$ cat config.mk
export PLATFORM = sky130hd
export DESIGN_NAME = pdma_channel
export DESIGN_NICKNAME = d
export VERILOG_FILES = /design/src/hdl/pdma_channel.v
export VERILOG_INCLUDE_DIRS = /design/src /design/src/hdl
export SDC_FILE = /design/constraint.sdc
export NUM_CORES = 1
export LEC_CHECK = 0
export ABC_AREA = 1
export BUFFER_PORTS_ARGS = -buffer_cell sky130_fd_sc_hd__buf_2
export CELL_PAD_IN_SITES_DETAIL_PLACEMENT = 1
export CELL_PAD_IN_SITES_GLOBAL_PLACEMENT = 2
export CORE_MARGIN = 2
export CORE_UTILIZATION = 33
export DETAILED_ROUTE_END_ITERATION = 16
export GPL_TIMING_DRIVEN = 0
export PLACE_DENSITY_LB_ADDON = 0.1
export RECOVER_POWER = 100
export SLEW_MARGIN = 40
export SYNTH_ARGS = -nofsm -noshare
export SYNTH_HDL_FRONTEND = slang
export SYNTH_SLANG_ARGS = --single-unit
$ cat constraint.sdc
create_clock -name clk_sys -period 3.8 [get_ports clk_sys]
set_input_delay 0.57 -clock clk_sys [delete_from_list [all_inputs] [get_ports clk_sys]]
set_output_delay 0.57 -clock clk_sys [all_outputs]
set_load 0.02 [all_outputs]
$ cat src/hdl/pdma_regs.vh
// How it works
// - Transmit count bits 15:0; zero stops
// - Nonzero count moves data only when enabled
// - Half duplex shares current and next pointers
// - Half duplex shares current and next counts
// - Receive next pointer holds following buffer address
// - Receive next count holds following buffer size
// - Transmit next pointer holds following buffer address
// - Transmit next count holds following buffer size
// - Control bit 0 enables receive unless bit 1
// - Control bit 1 disables receive requests
// - Control bit 8 enables transmit requests
// - Control bit 9 disables transmit requests
// - Half duplex: receive enable disables transmit
// - Half duplex: transmit enable needs no receive enable
// - Half duplex: receive disable also disables transmit
// - Half duplex: transmit disable also disables receive
// - Status bit 0 shows receive enable
// - Status bit 8 shows transmit enable
// - Count zero: reload from nonzero next, else stop
// - Pointer advances by 1, 2 or 4
// - Transmit end and buffers empty flags from counts
// - Receive end and buffers full flags from counts
`ifndef PDMA_REGS_VH
`define PDMA_REGS_VH

`define PDMA_A_RX_CUR_ADDR 12'h100
`define PDMA_A_RX_CUR_CNT 12'h104
`define PDMA_A_TX_CUR_ADDR 12'h108
`define PDMA_A_TX_CUR_CNT 12'h10C
`define PDMA_A_RX_NXT_ADDR 12'h110
`define PDMA_A_RX_NXT_CNT 12'h114
`define PDMA_A_TX_NXT_ADDR 12'h118
`define PDMA_A_TX_NXT_CNT 12'h11C
`define PDMA_A_CTRL 12'h120
`define PDMA_A_STAT 12'h124

`define PDMA_CNT_W 16
`define PDMA_RX_EN_BIT 0
`define PDMA_RX_DIS_BIT 1
`define PDMA_TX_EN_BIT 8
`define PDMA_TX_DIS_BIT 9

`define PDMA_SZ_BYTE 2'h0
`define PDMA_SZ_HALF 2'h1
`define PDMA_INC_BYTE 32'h0000_0001
`define PDMA_INC_HALF 32'h0000_0002
`define PDMA_INC_WORD 32'h0000_0004

`define PDMA_RST_ADDR 32'h0000_0000
`define PDMA_RST_CNT 16'h0000

`endif

$ cat src/hdl/pdma_channel.v
`include "pdma_regs.vh"

module pdma_channel (
   // Clock and reset
   input wire clk_sys,
   input wire rstn,
   // AHB-Lite slave
   input wire hsel,
   input wire [31:0] haddr,
   input wire [1:0] htrans,
   input wire hwrite,
   input wire [2:0] hsize,
   input wire [31:0] hwdata,
   input wire hready,
   output wire hreadyout,
   output wire hresp,
   output reg [31:0] hrdata,
   // Peripheral side
   input wire half_duplex,
   input wire [1:0] xfer_size,
   input wire rx_ready,
   input wire [31:0] rx_data,
   output wire rx_take,
   input wire tx_ready,
   output reg [31:0] tx_data,
   output reg tx_load,
   // Status toward the peripheral
   output reg rx_end_flag,
   output reg rx_buffers_full_flag,
   output reg tx_end_flag,
   output reg tx_buffers_empty_flag,
   // Memory master
   output reg mem_req,
   output reg mem_we,
   output reg [31:0] mem_addr,
   output reg [1:0] mem_size,
   output reg [31:0] mem_wdata,
   input wire mem_ack,
   input wire [31:0] mem_rdata
);

   localparam ST_IDLE = 2'h0;
   localparam ST_RX_WR = 2'h1;
   localparam ST_TX_RD = 2'h2;

   function [31:0] step_incr;
      input [1:0] sz;
      begin
         case (sz)
            `PDMA_SZ_BYTE: step_incr = `PDMA_INC_BYTE;
            `PDMA_SZ_HALF: step_incr = `PDMA_INC_HALF;
            default: step_incr = `PDMA_INC_WORD;
         endcase
      end
   endfunction

   // Channel slot used by a direction; half duplex folds both onto 0
   function chan_idx;
      input is_tx;
      input hd;
      begin
         chan_idx = is_tx & ~hd;
      end
   endfunction

   reg [31:0] cur_addr_q [0:1];
   reg [15:0] cur_cnt_q [0:1];
   reg [31:0] nxt_addr_q [0:1];
   reg [15:0] nxt_cnt_q [0:1];
   reg rx_en_q;
   reg tx_en_q;
   reg [1:0] state_q;
   reg step_q;
   reg [1:0] step_sz_q;
   reg wr_pend_q;
   reg rd_pend_q;
   reg [11:0] bus_addr_q;
   reg [31:0] rd_mux;
   reg step_go;
   reg step_ch;
   integer k;

   wire rxi = chan_idx(1'b0, half_duplex);
   wire txi = chan_idx(1'b1, half_duplex);
   wire addr_ph = hsel & htrans[1] & hready;
   wire wr_ctrl = wr_pend_q & (bus_addr_q == `PDMA_A_CTRL);
   wire c_rx_en = hwdata[`PDMA_RX_EN_BIT];
   wire c_rx_dis = hwdata[`PDMA_RX_DIS_BIT];
   wire c_tx_en = hwdata[`PDMA_TX_EN_BIT];
   wire c_tx_dis = hwdata[`PDMA_TX_DIS_BIT];
   wire rx_cnt_nz = cur_cnt_q[rxi] != `PDMA_RST_CNT;
   wire tx_cnt_nz = cur_cnt_q[txi] != `PDMA_RST_CNT;
   // Count and enable gate
   // No start while a step is pending: count and pointer are still stale
   wire rx_start = rx_en_q & rx_ready & rx_cnt_nz & ~step_q;
   wire tx_start = tx_en_q & tx_ready & tx_cnt_nz & ~rx_start & ~step_q;

   assign hreadyout = ~rd_pend_q;
   assign hresp = 1'b0;
   // Receive gets priority so the holding register does not overrun
   assign rx_take = (state_q == ST_IDLE) & rx_start;

   // Bus phases: writes need no wait, reads take one wait state
   always @(posedge clk_sys) begin
      if (!rstn) begin
         wr_pend_q <= 1'b0;
         rd_pend_q <= 1'b0;
         bus_addr_q <= 12'h000;
      end else begin
         wr_pend_q <= addr_ph & hwrite;
         rd_pend_q <= addr_ph & ~hwrite;
         if (addr_ph)
            bus_addr_q <= haddr[11:0];
      end
   end

   always @* begin
      rd_mux = 32'h0000_0000;
      case (bus_addr_q)
         `PDMA_A_RX_CUR_ADDR: rd_mux = cur_addr_q[rxi];
         `PDMA_A_RX_CUR_CNT: rd_mux = {16'h0000, cur_cnt_q[rxi]};
         `PDMA_A_TX_CUR_ADDR: rd_mux = cur_addr_q[txi];
         `PDMA_A_TX_CUR_CNT: rd_mux = {16'h0000, cur_cnt_q[txi]};
         `PDMA_A_RX_NXT_ADDR: rd_mux = nxt_addr_q[rxi];
         `PDMA_A_RX_NXT_CNT: rd_mux = {16'h0000, nxt_cnt_q[rxi]};
         `PDMA_A_TX_NXT_ADDR: rd_mux = nxt_addr_q[txi];
         `PDMA_A_TX_NXT_CNT: rd_mux = {16'h0000, nxt_cnt_q[txi]};
         `PDMA_A_STAT: begin
            rd_mux[`PDMA_RX_EN_BIT] = rx_en_q;
            rd_mux[`PDMA_TX_EN_BIT] = tx_en_q;
         end
         default: rd_mux = 32'h0000_0000;
      endcase
   end

   always @(posedge clk_sys) begin
      if (!rstn)
         hrdata <= 32'h0000_0000;
      else if (rd_pend_q)
         hrdata <= rd_mux;
   end

   // Enable state from control writes
   always @(posedge clk_sys) begin
      if (!rstn) begin
         rx_en_q <= 1'b0;
         tx_en_q <= 1'b0;
      end else if (wr_ctrl) begin
         if (c_rx_dis)
            rx_en_q <= 1'b0;
         else if (half_duplex & c_tx_dis)
            rx_en_q <= 1'b0;
         else if (c_rx_en)
            rx_en_q <= 1'b1;
         if (c_tx_dis)
            tx_en_q <= 1'b0;
         // Half duplex: receive enable or disable drops transmit
         else if (half_duplex & (c_rx_en | c_rx_dis))
            tx_en_q <= 1'b0;
         // Transmit enable blocked in half duplex by receive enable or disable
         else if (c_tx_en)
            tx_en_q <= 1'b1;
      end
   end

   // Transfer sequencer
   always @(posedge clk_sys) begin
      if (!rstn) begin
         state_q <= ST_IDLE;
         mem_req <= 1'b0;
         mem_we <= 1'b0;
         mem_addr <= `PDMA_RST_ADDR;
         mem_size <= `PDMA_SZ_BYTE;
         mem_wdata <= 32'h0000_0000;
         tx_data <= 32'h0000_0000;
         tx_load <= 1'b0;
         step_q <= 1'b0;
         step_sz_q <= `PDMA_SZ_BYTE;
      end else begin
         tx_load <= 1'b0;
         step_q <= 1'b0;
         case (state_q)
            ST_IDLE: begin
               if (rx_start) begin
                  state_q <= ST_RX_WR;
                  mem_req <= 1'b1;
                  mem_we <= 1'b1;
                  mem_addr <= cur_addr_q[rxi];
                  mem_size <= xfer_size;
                  mem_wdata <= rx_data;
               end else if (tx_start) begin
                  // Pointer taken as loaded by software
                  state_q <= ST_TX_RD;
                  mem_req <= 1'b1;
                  mem_we <= 1'b0;
                  mem_addr <= cur_addr_q[txi];
                  mem_size <= xfer_size;
               end
            end
            ST_RX_WR: begin
               if (mem_ack) begin
                  state_q <= ST_IDLE;
                  mem_req <= 1'b0;
                  mem_we <= 1'b0;
                  step_q <= 1'b1;
                  step_sz_q <= mem_size;
               end
            end
            ST_TX_RD: begin
               if (mem_ack) begin
                  state_q <= ST_IDLE;
                  mem_req <= 1'b0;
                  tx_data <= mem_rdata;
                  tx_load <= 1'b1;
                  step_q <= 1'b1;
                  step_sz_q <= mem_size;
               end
            end
            default: begin
               state_q <= ST_IDLE;
               mem_req <= 1'b0;
            end
         endcase
      end
   end

   // Direction of the step that just finished
   reg step_tx_q;
   always @(posedge clk_sys) begin
      if (!rstn)
         step_tx_q <= 1'b0;
      else if (state_q == ST_IDLE)
         step_tx_q <= ~rx_start;
   end

   always @* begin
      step_go = step_q;
      step_ch = chan_idx(step_tx_q, half_duplex);
   end

   // Pointers and counters; software writes win over hardware updates
   always @(posedge clk_sys) begin
      if (!rstn) begin
         for (k = 0; k < 2; k = k + 1) begin
            cur_addr_q[k] <= `PDMA_RST_ADDR;
            cur_cnt_q[k] <= `PDMA_RST_CNT;
            nxt_addr_q[k] <= `PDMA_RST_ADDR;
            nxt_cnt_q[k] <= `PDMA_RST_CNT;
         end
      end else begin
         for (k = 0; k < 2; k = k + 1) begin
            // Reload from next buffer, else stop
            if (cur_cnt_q[k] == `PDMA_RST_CNT &&
                nxt_cnt_q[k] != `PDMA_RST_CNT) begin
               cur_addr_q[k] <= nxt_addr_q[k];
               cur_cnt_q[k] <= nxt_cnt_q[k];
               nxt_addr_q[k] <= `PDMA_RST_ADDR;
               nxt_cnt_q[k] <= `PDMA_RST_CNT;
            end
         end
         if (step_go) begin
            cur_addr_q[step_ch] <= cur_addr_q[step_ch] +
                                   step_incr(step_sz_q);
            cur_cnt_q[step_ch] <= cur_cnt_q[step_ch] - 16'h0001;
         end
         if (wr_pend_q) begin
            // Shared slots via rxi and txi
            case (bus_addr_q)
               `PDMA_A_RX_CUR_ADDR: cur_addr_q[rxi] <= hwdata;
               `PDMA_A_RX_CUR_CNT:
                  cur_cnt_q[rxi] <= hwdata[`PDMA_CNT_W-1:0];
               `PDMA_A_TX_CUR_ADDR: cur_addr_q[txi] <= hwdata;
               `PDMA_A_TX_CUR_CNT:
                  cur_cnt_q[txi] <= hwdata[`PDMA_CNT_W-1:0];
               `PDMA_A_RX_NXT_ADDR: nxt_addr_q[rxi] <= hwdata;
               `PDMA_A_RX_NXT_CNT:
                  nxt_cnt_q[rxi] <= hwdata[`PDMA_CNT_W-1:0];
               `PDMA_A_TX_NXT_ADDR: nxt_addr_q[txi] <= hwdata;
               `PDMA_A_TX_NXT_CNT:
                  nxt_cnt_q[txi] <= hwdata[`PDMA_CNT_W-1:0];
               default: ;
            endcase
         end
      end
   end

   // Status flags follow the counters one cycle later
   always @(posedge clk_sys) begin
      if (!rstn) begin
         rx_end_flag <= 1'b0;
         rx_buffers_full_flag <= 1'b0;
         tx_end_flag <= 1'b0;
         tx_buffers_empty_flag <= 1'b0;
      end else begin
         rx_end_flag <= ~rx_cnt_nz;
         rx_buffers_full_flag <= ~rx_cnt_nz &
                                 (nxt_cnt_q[rxi] == `PDMA_RST_CNT);
         tx_end_flag <= ~tx_cnt_nz;
         tx_buffers_empty_flag <= ~tx_cnt_nz &
                                  (nxt_cnt_q[txi] == `PDMA_RST_CNT);
      end
   end

endmodule // pdma_channel

==> flow_metrics.env <==
export IMPL_yosysUniqueCellTypes=55
export IMPL_htreeDepth=2
export IMPL_rsz0062_at_grt="no"
export IMPL_gp_congestion=0.975
export IMPL_hold_viol=0
export IMPL_holdWs_ns=0.178
export IMPL_route_met2_wl_microns=43100
export IMPL_final_nets=3250
export IMPL_fill_cells=7692
export IMPL_die_h_microns=250
export IMPL_rr_startpoint="chan_idx.is_tx"
export IMPL_p_sw_share_pct=28.3
export IMPL_ir_worst_vdd_uv=380
export IMPL_clock_latency_ns=0.60
export IMPL_synth_top_area_share_pct=28.9
export IMPL_startpoint_type="register"
export IMPL_wirelength_microns=99700
export IMPL_dieArea_sq_um=62500
export IMPL_p_leak_nw=9.75
export IMPL_drv_slew=0
export IMPL_yosysWarnings=0
export IMPL_end_kind="register"
export IMPL_power_share_combinational_pct=11.3
export IMPL_initial_core_util_pct=33.2
export IMPL_place_hpwl_microns=82200
export IMPL_syn_inst=2795
export IMPL_boundaryPins=284
export IMPL_cts_resized=0
export IMPL_placement_io_buffers=257
export IMPL_clkSinkCount=351
export IMPL_seqPwrFrac_pct=44.5
export IMPL_async_flop_share_pct=0
export IMPL_grt_max_degree=33
export IMPL_die_width_microns=250
export IMPL_worstRegToRegCells=8
export IMPL_postCtsSetupBuffers=0
export IMPL_regToRegEndpoint="cur_addr_q[0][25]"
export IMPL_wl_per_cell_microns=25.5
export IMPL_ant_nets=0
export IMPL_worst_endpoint_arrival_ns=3.87
export IMPL_syn_mean_instance_area_sq_um=7.14
export IMPL_grt_pass1_wl_microns=143000
export IMPL_avgViaCountPerCell=5.27
export IMPL_top_layer_used="met5"
export IMPL_cts_tree="built"
export IMPL_intPower_mw=6.81
export IMPL_cts_hold_buffers=0
export IMPL_drt_iter0_drc=1651
export IMPL_min_period_over_period_pct=96.2
export IMPL_ys_ff_latch=351
export IMPL_crit_end="cur_addr_q[0][25]"
export IMPL_cp_data_required_time_ns=4.01
export IMPL_post_route_min_period_ns=3.66
export IMPL_synth_edf_count=192
export IMPL_drt_met1_wl_microns=47300
export IMPL_grt_usage_pct=31.4
export IMPL_final_util_pct=39.0
export IMPL_setup_violations=0
export IMPL_drive_gt1_share_pct=9.42
export IMPL_synth_most_common_cell="nand2_1"
export IMPL_p_total_mw=9.50
export IMPL_cts_buffers=44
export IMPL_synth_area_leaders="edfxtp_1 29%, dfxtp_1 16%, nand2_1 15%"
export IMPL_clock_skew_ns=0.0434
export IMPL_core_region_area_sq_um=60100
export IMPL_status="complete, no violations"
export IMPL_setup_worst_path_start="chan_idx.is_tx"
export IMPL_synth_common_cells="775 x nand2_1, 427 x nor2_1, 282 x o21ai_0"
export IMPL_fmax_ghz=0.273
export IMPL_grt_antenna_before_repair=4
export IMPL_vias=20625
export IMPL_area_growth_synth_to_final_pct=17.4
export IMPL_met3WireLength_microns=6040
export IMPL_synth_largest_area_cell="edfxtp_1"
export IMPL_clock_power_share_pct=44.2
export IMPL_drv_cap=0
export IMPL_clk_path_buf_depth=3
export IMPL_max_slew_worst_pin_slew_ns=1.10
export IMPL_grt_pass1_vias=20633
export IMPL_synth_area_sq_um=20000
export IMPL_clock_root_buffer="clkbuf_16"
export IMPL_cp_max_fo=32
export IMPL_synth_main_ff_cell="edfxtp_1"
export IMPL_std_cell_rows=90
export IMPL_antenna_cells=0
export IMPL_drcViolationCount=0
export IMPL_r2r_setup_slack_ns=0.14
export IMPL_grt_overflow=0
export IMPL_syn_num_nets=2947
export IMPL_criticalPathCategory="reg2reg"
export IMPL_p_per_area_nw_per_um2=406
export IMPL_ys_seq_area_share_pct=44.8
export IMPL_power_switching_mw=2.69
export IMPL_first_pass_iters=5
export IMPL_clk_pin_slew_ns=0.06
export IMPL_relSlewSlack_pct=26.6
export IMPL_hold_class="in2reg"
==> sequential cells by signal (all words and copies together) (netlist names), 2 cells and up <==
| register | count |
|---|---|
| hrdata | 32 |
| state_q | 2 |
| cur_addr_q | 64 |
| bus_addr_q | 12 |
| mem_size | 2 |
| step_sz_q | 2 |
| mem_wdata | 32 |
| nxt_addr_q | 64 |
| nxt_cnt_q | 32 |
| cur_cnt_q | 32 |
| mem_addr | 32 |
| tx_data | 32 |
==> cells by family (layout without fill, tap and decap cells) <==
logic type      Yosys count  count (layout)  synth area share [%]
simple gates           1484            1484                  30.6
compound gates          511             511                  13.7
buf+inv                 403             739                  8.51
flops                   351             351                  44.8
mux                      22              22                  1.10
xor+xnor                 15              15                 0.658
fa+ha+maj                 8               8                 0.539
other cells               1               1                0.0188
==> power groups by stage <==
| stage | Sequential, mW | Clock, mW | Combinational [mW] |
|---|---|---|---|
| after floorplan | 4.29 | 0 | 0.570 |
| after global placement | 4.30 | 0 | 1.05 |
| after detailed placement | 4.30 | 0 | 1.07 |
| after CTS | 4.22 | 4.27 | 1.07 |
| after global routing | 4.24 | 4.40 | 1.16 |
| final | 4.23 | 4.20 | 1.07 |
==> area by class of cell <==
type                       count  area, sq um  share of cell area [%]
sequential                   351         8950                    38.2
inverter                     260          981                    4.19
tap                          782          978                    4.18
buffer                       142          686                    2.93
clock inverter                25          236                    1.01
multi-input combinational   2041         9310                    39.7
clock buffer                  54         1180                    5.03
timing repair buffer         258         1120                    4.76
==> cells in the final DEF, fill, tap and decap left out, drive strengths merged, types with 5 or more instances in the layout <==
cell,Yosys,final
inv,255,259
ha,7,7
xnor2,5,5
a31oi,16,16
a21oi,126,126
edfxtp,192,192
nand2,794,794
nand3,199,199
buf,67,169
nor2,445,445
mux2i,22,22
o22ai,34,34
nor3,14,14
o211ai,22,22
dfxtp,159,159
clkbuf,76,285
nand4,19,19
o21ai,302,302
clkinv,5,20
xor2,10,10
==> through the flow <==
step,setup TNS (ns),setup slack (ns),cell area [sq um],cells
finish,0,0.143,23400,3913
global route,0,0.0321,23400,3913
CTS,0,0.226,23700,3913
detailed placement,-5.30,-0.441,22300,3835
global placement,-130.28,-1.13,22200,3834
floorplan,0,0.714,20000,2795
==> layer usage <==
metal | track usage [%] | up-vias
met3 | 4.64 | 149
li1 | - | 9761
met5 | 0 | -
met4 | 9.96 | 4
met2 | 48.5 | 733
met1 | 45.0 | 9978
==> worst max-delay path, stage by stage, from the launching register on <==
cell	delay (ns)
dfxtp_1	0.41
buf_6	0.20
inv_1	0.07
nor2_2	0.10
nor2_1	0.84
clkbuf_1	0.68
buf_4	0.36
nor2_1	0.15
nand2_4	0.44
==> how the worst min path moves through the flow <==
stage                        startpoint       endpoint  slack [ns]  cells past startpoint
after floorplan           bus_addr_q[7]  bus_addr_q[7]        0.44                      2
after global placement    bus_addr_q[1]  bus_addr_q[1]        0.45                      2
after detailed placement   mem_wdata[7]   mem_wdata[7]        0.45                      2
after CTS                        hwrite      rd_pend_q        0.13                      2
after global routing             hwrite      rd_pend_q        0.17                      2
final                            hwrite      rd_pend_q        0.18                      2
(Power assumes the default switching activity.)
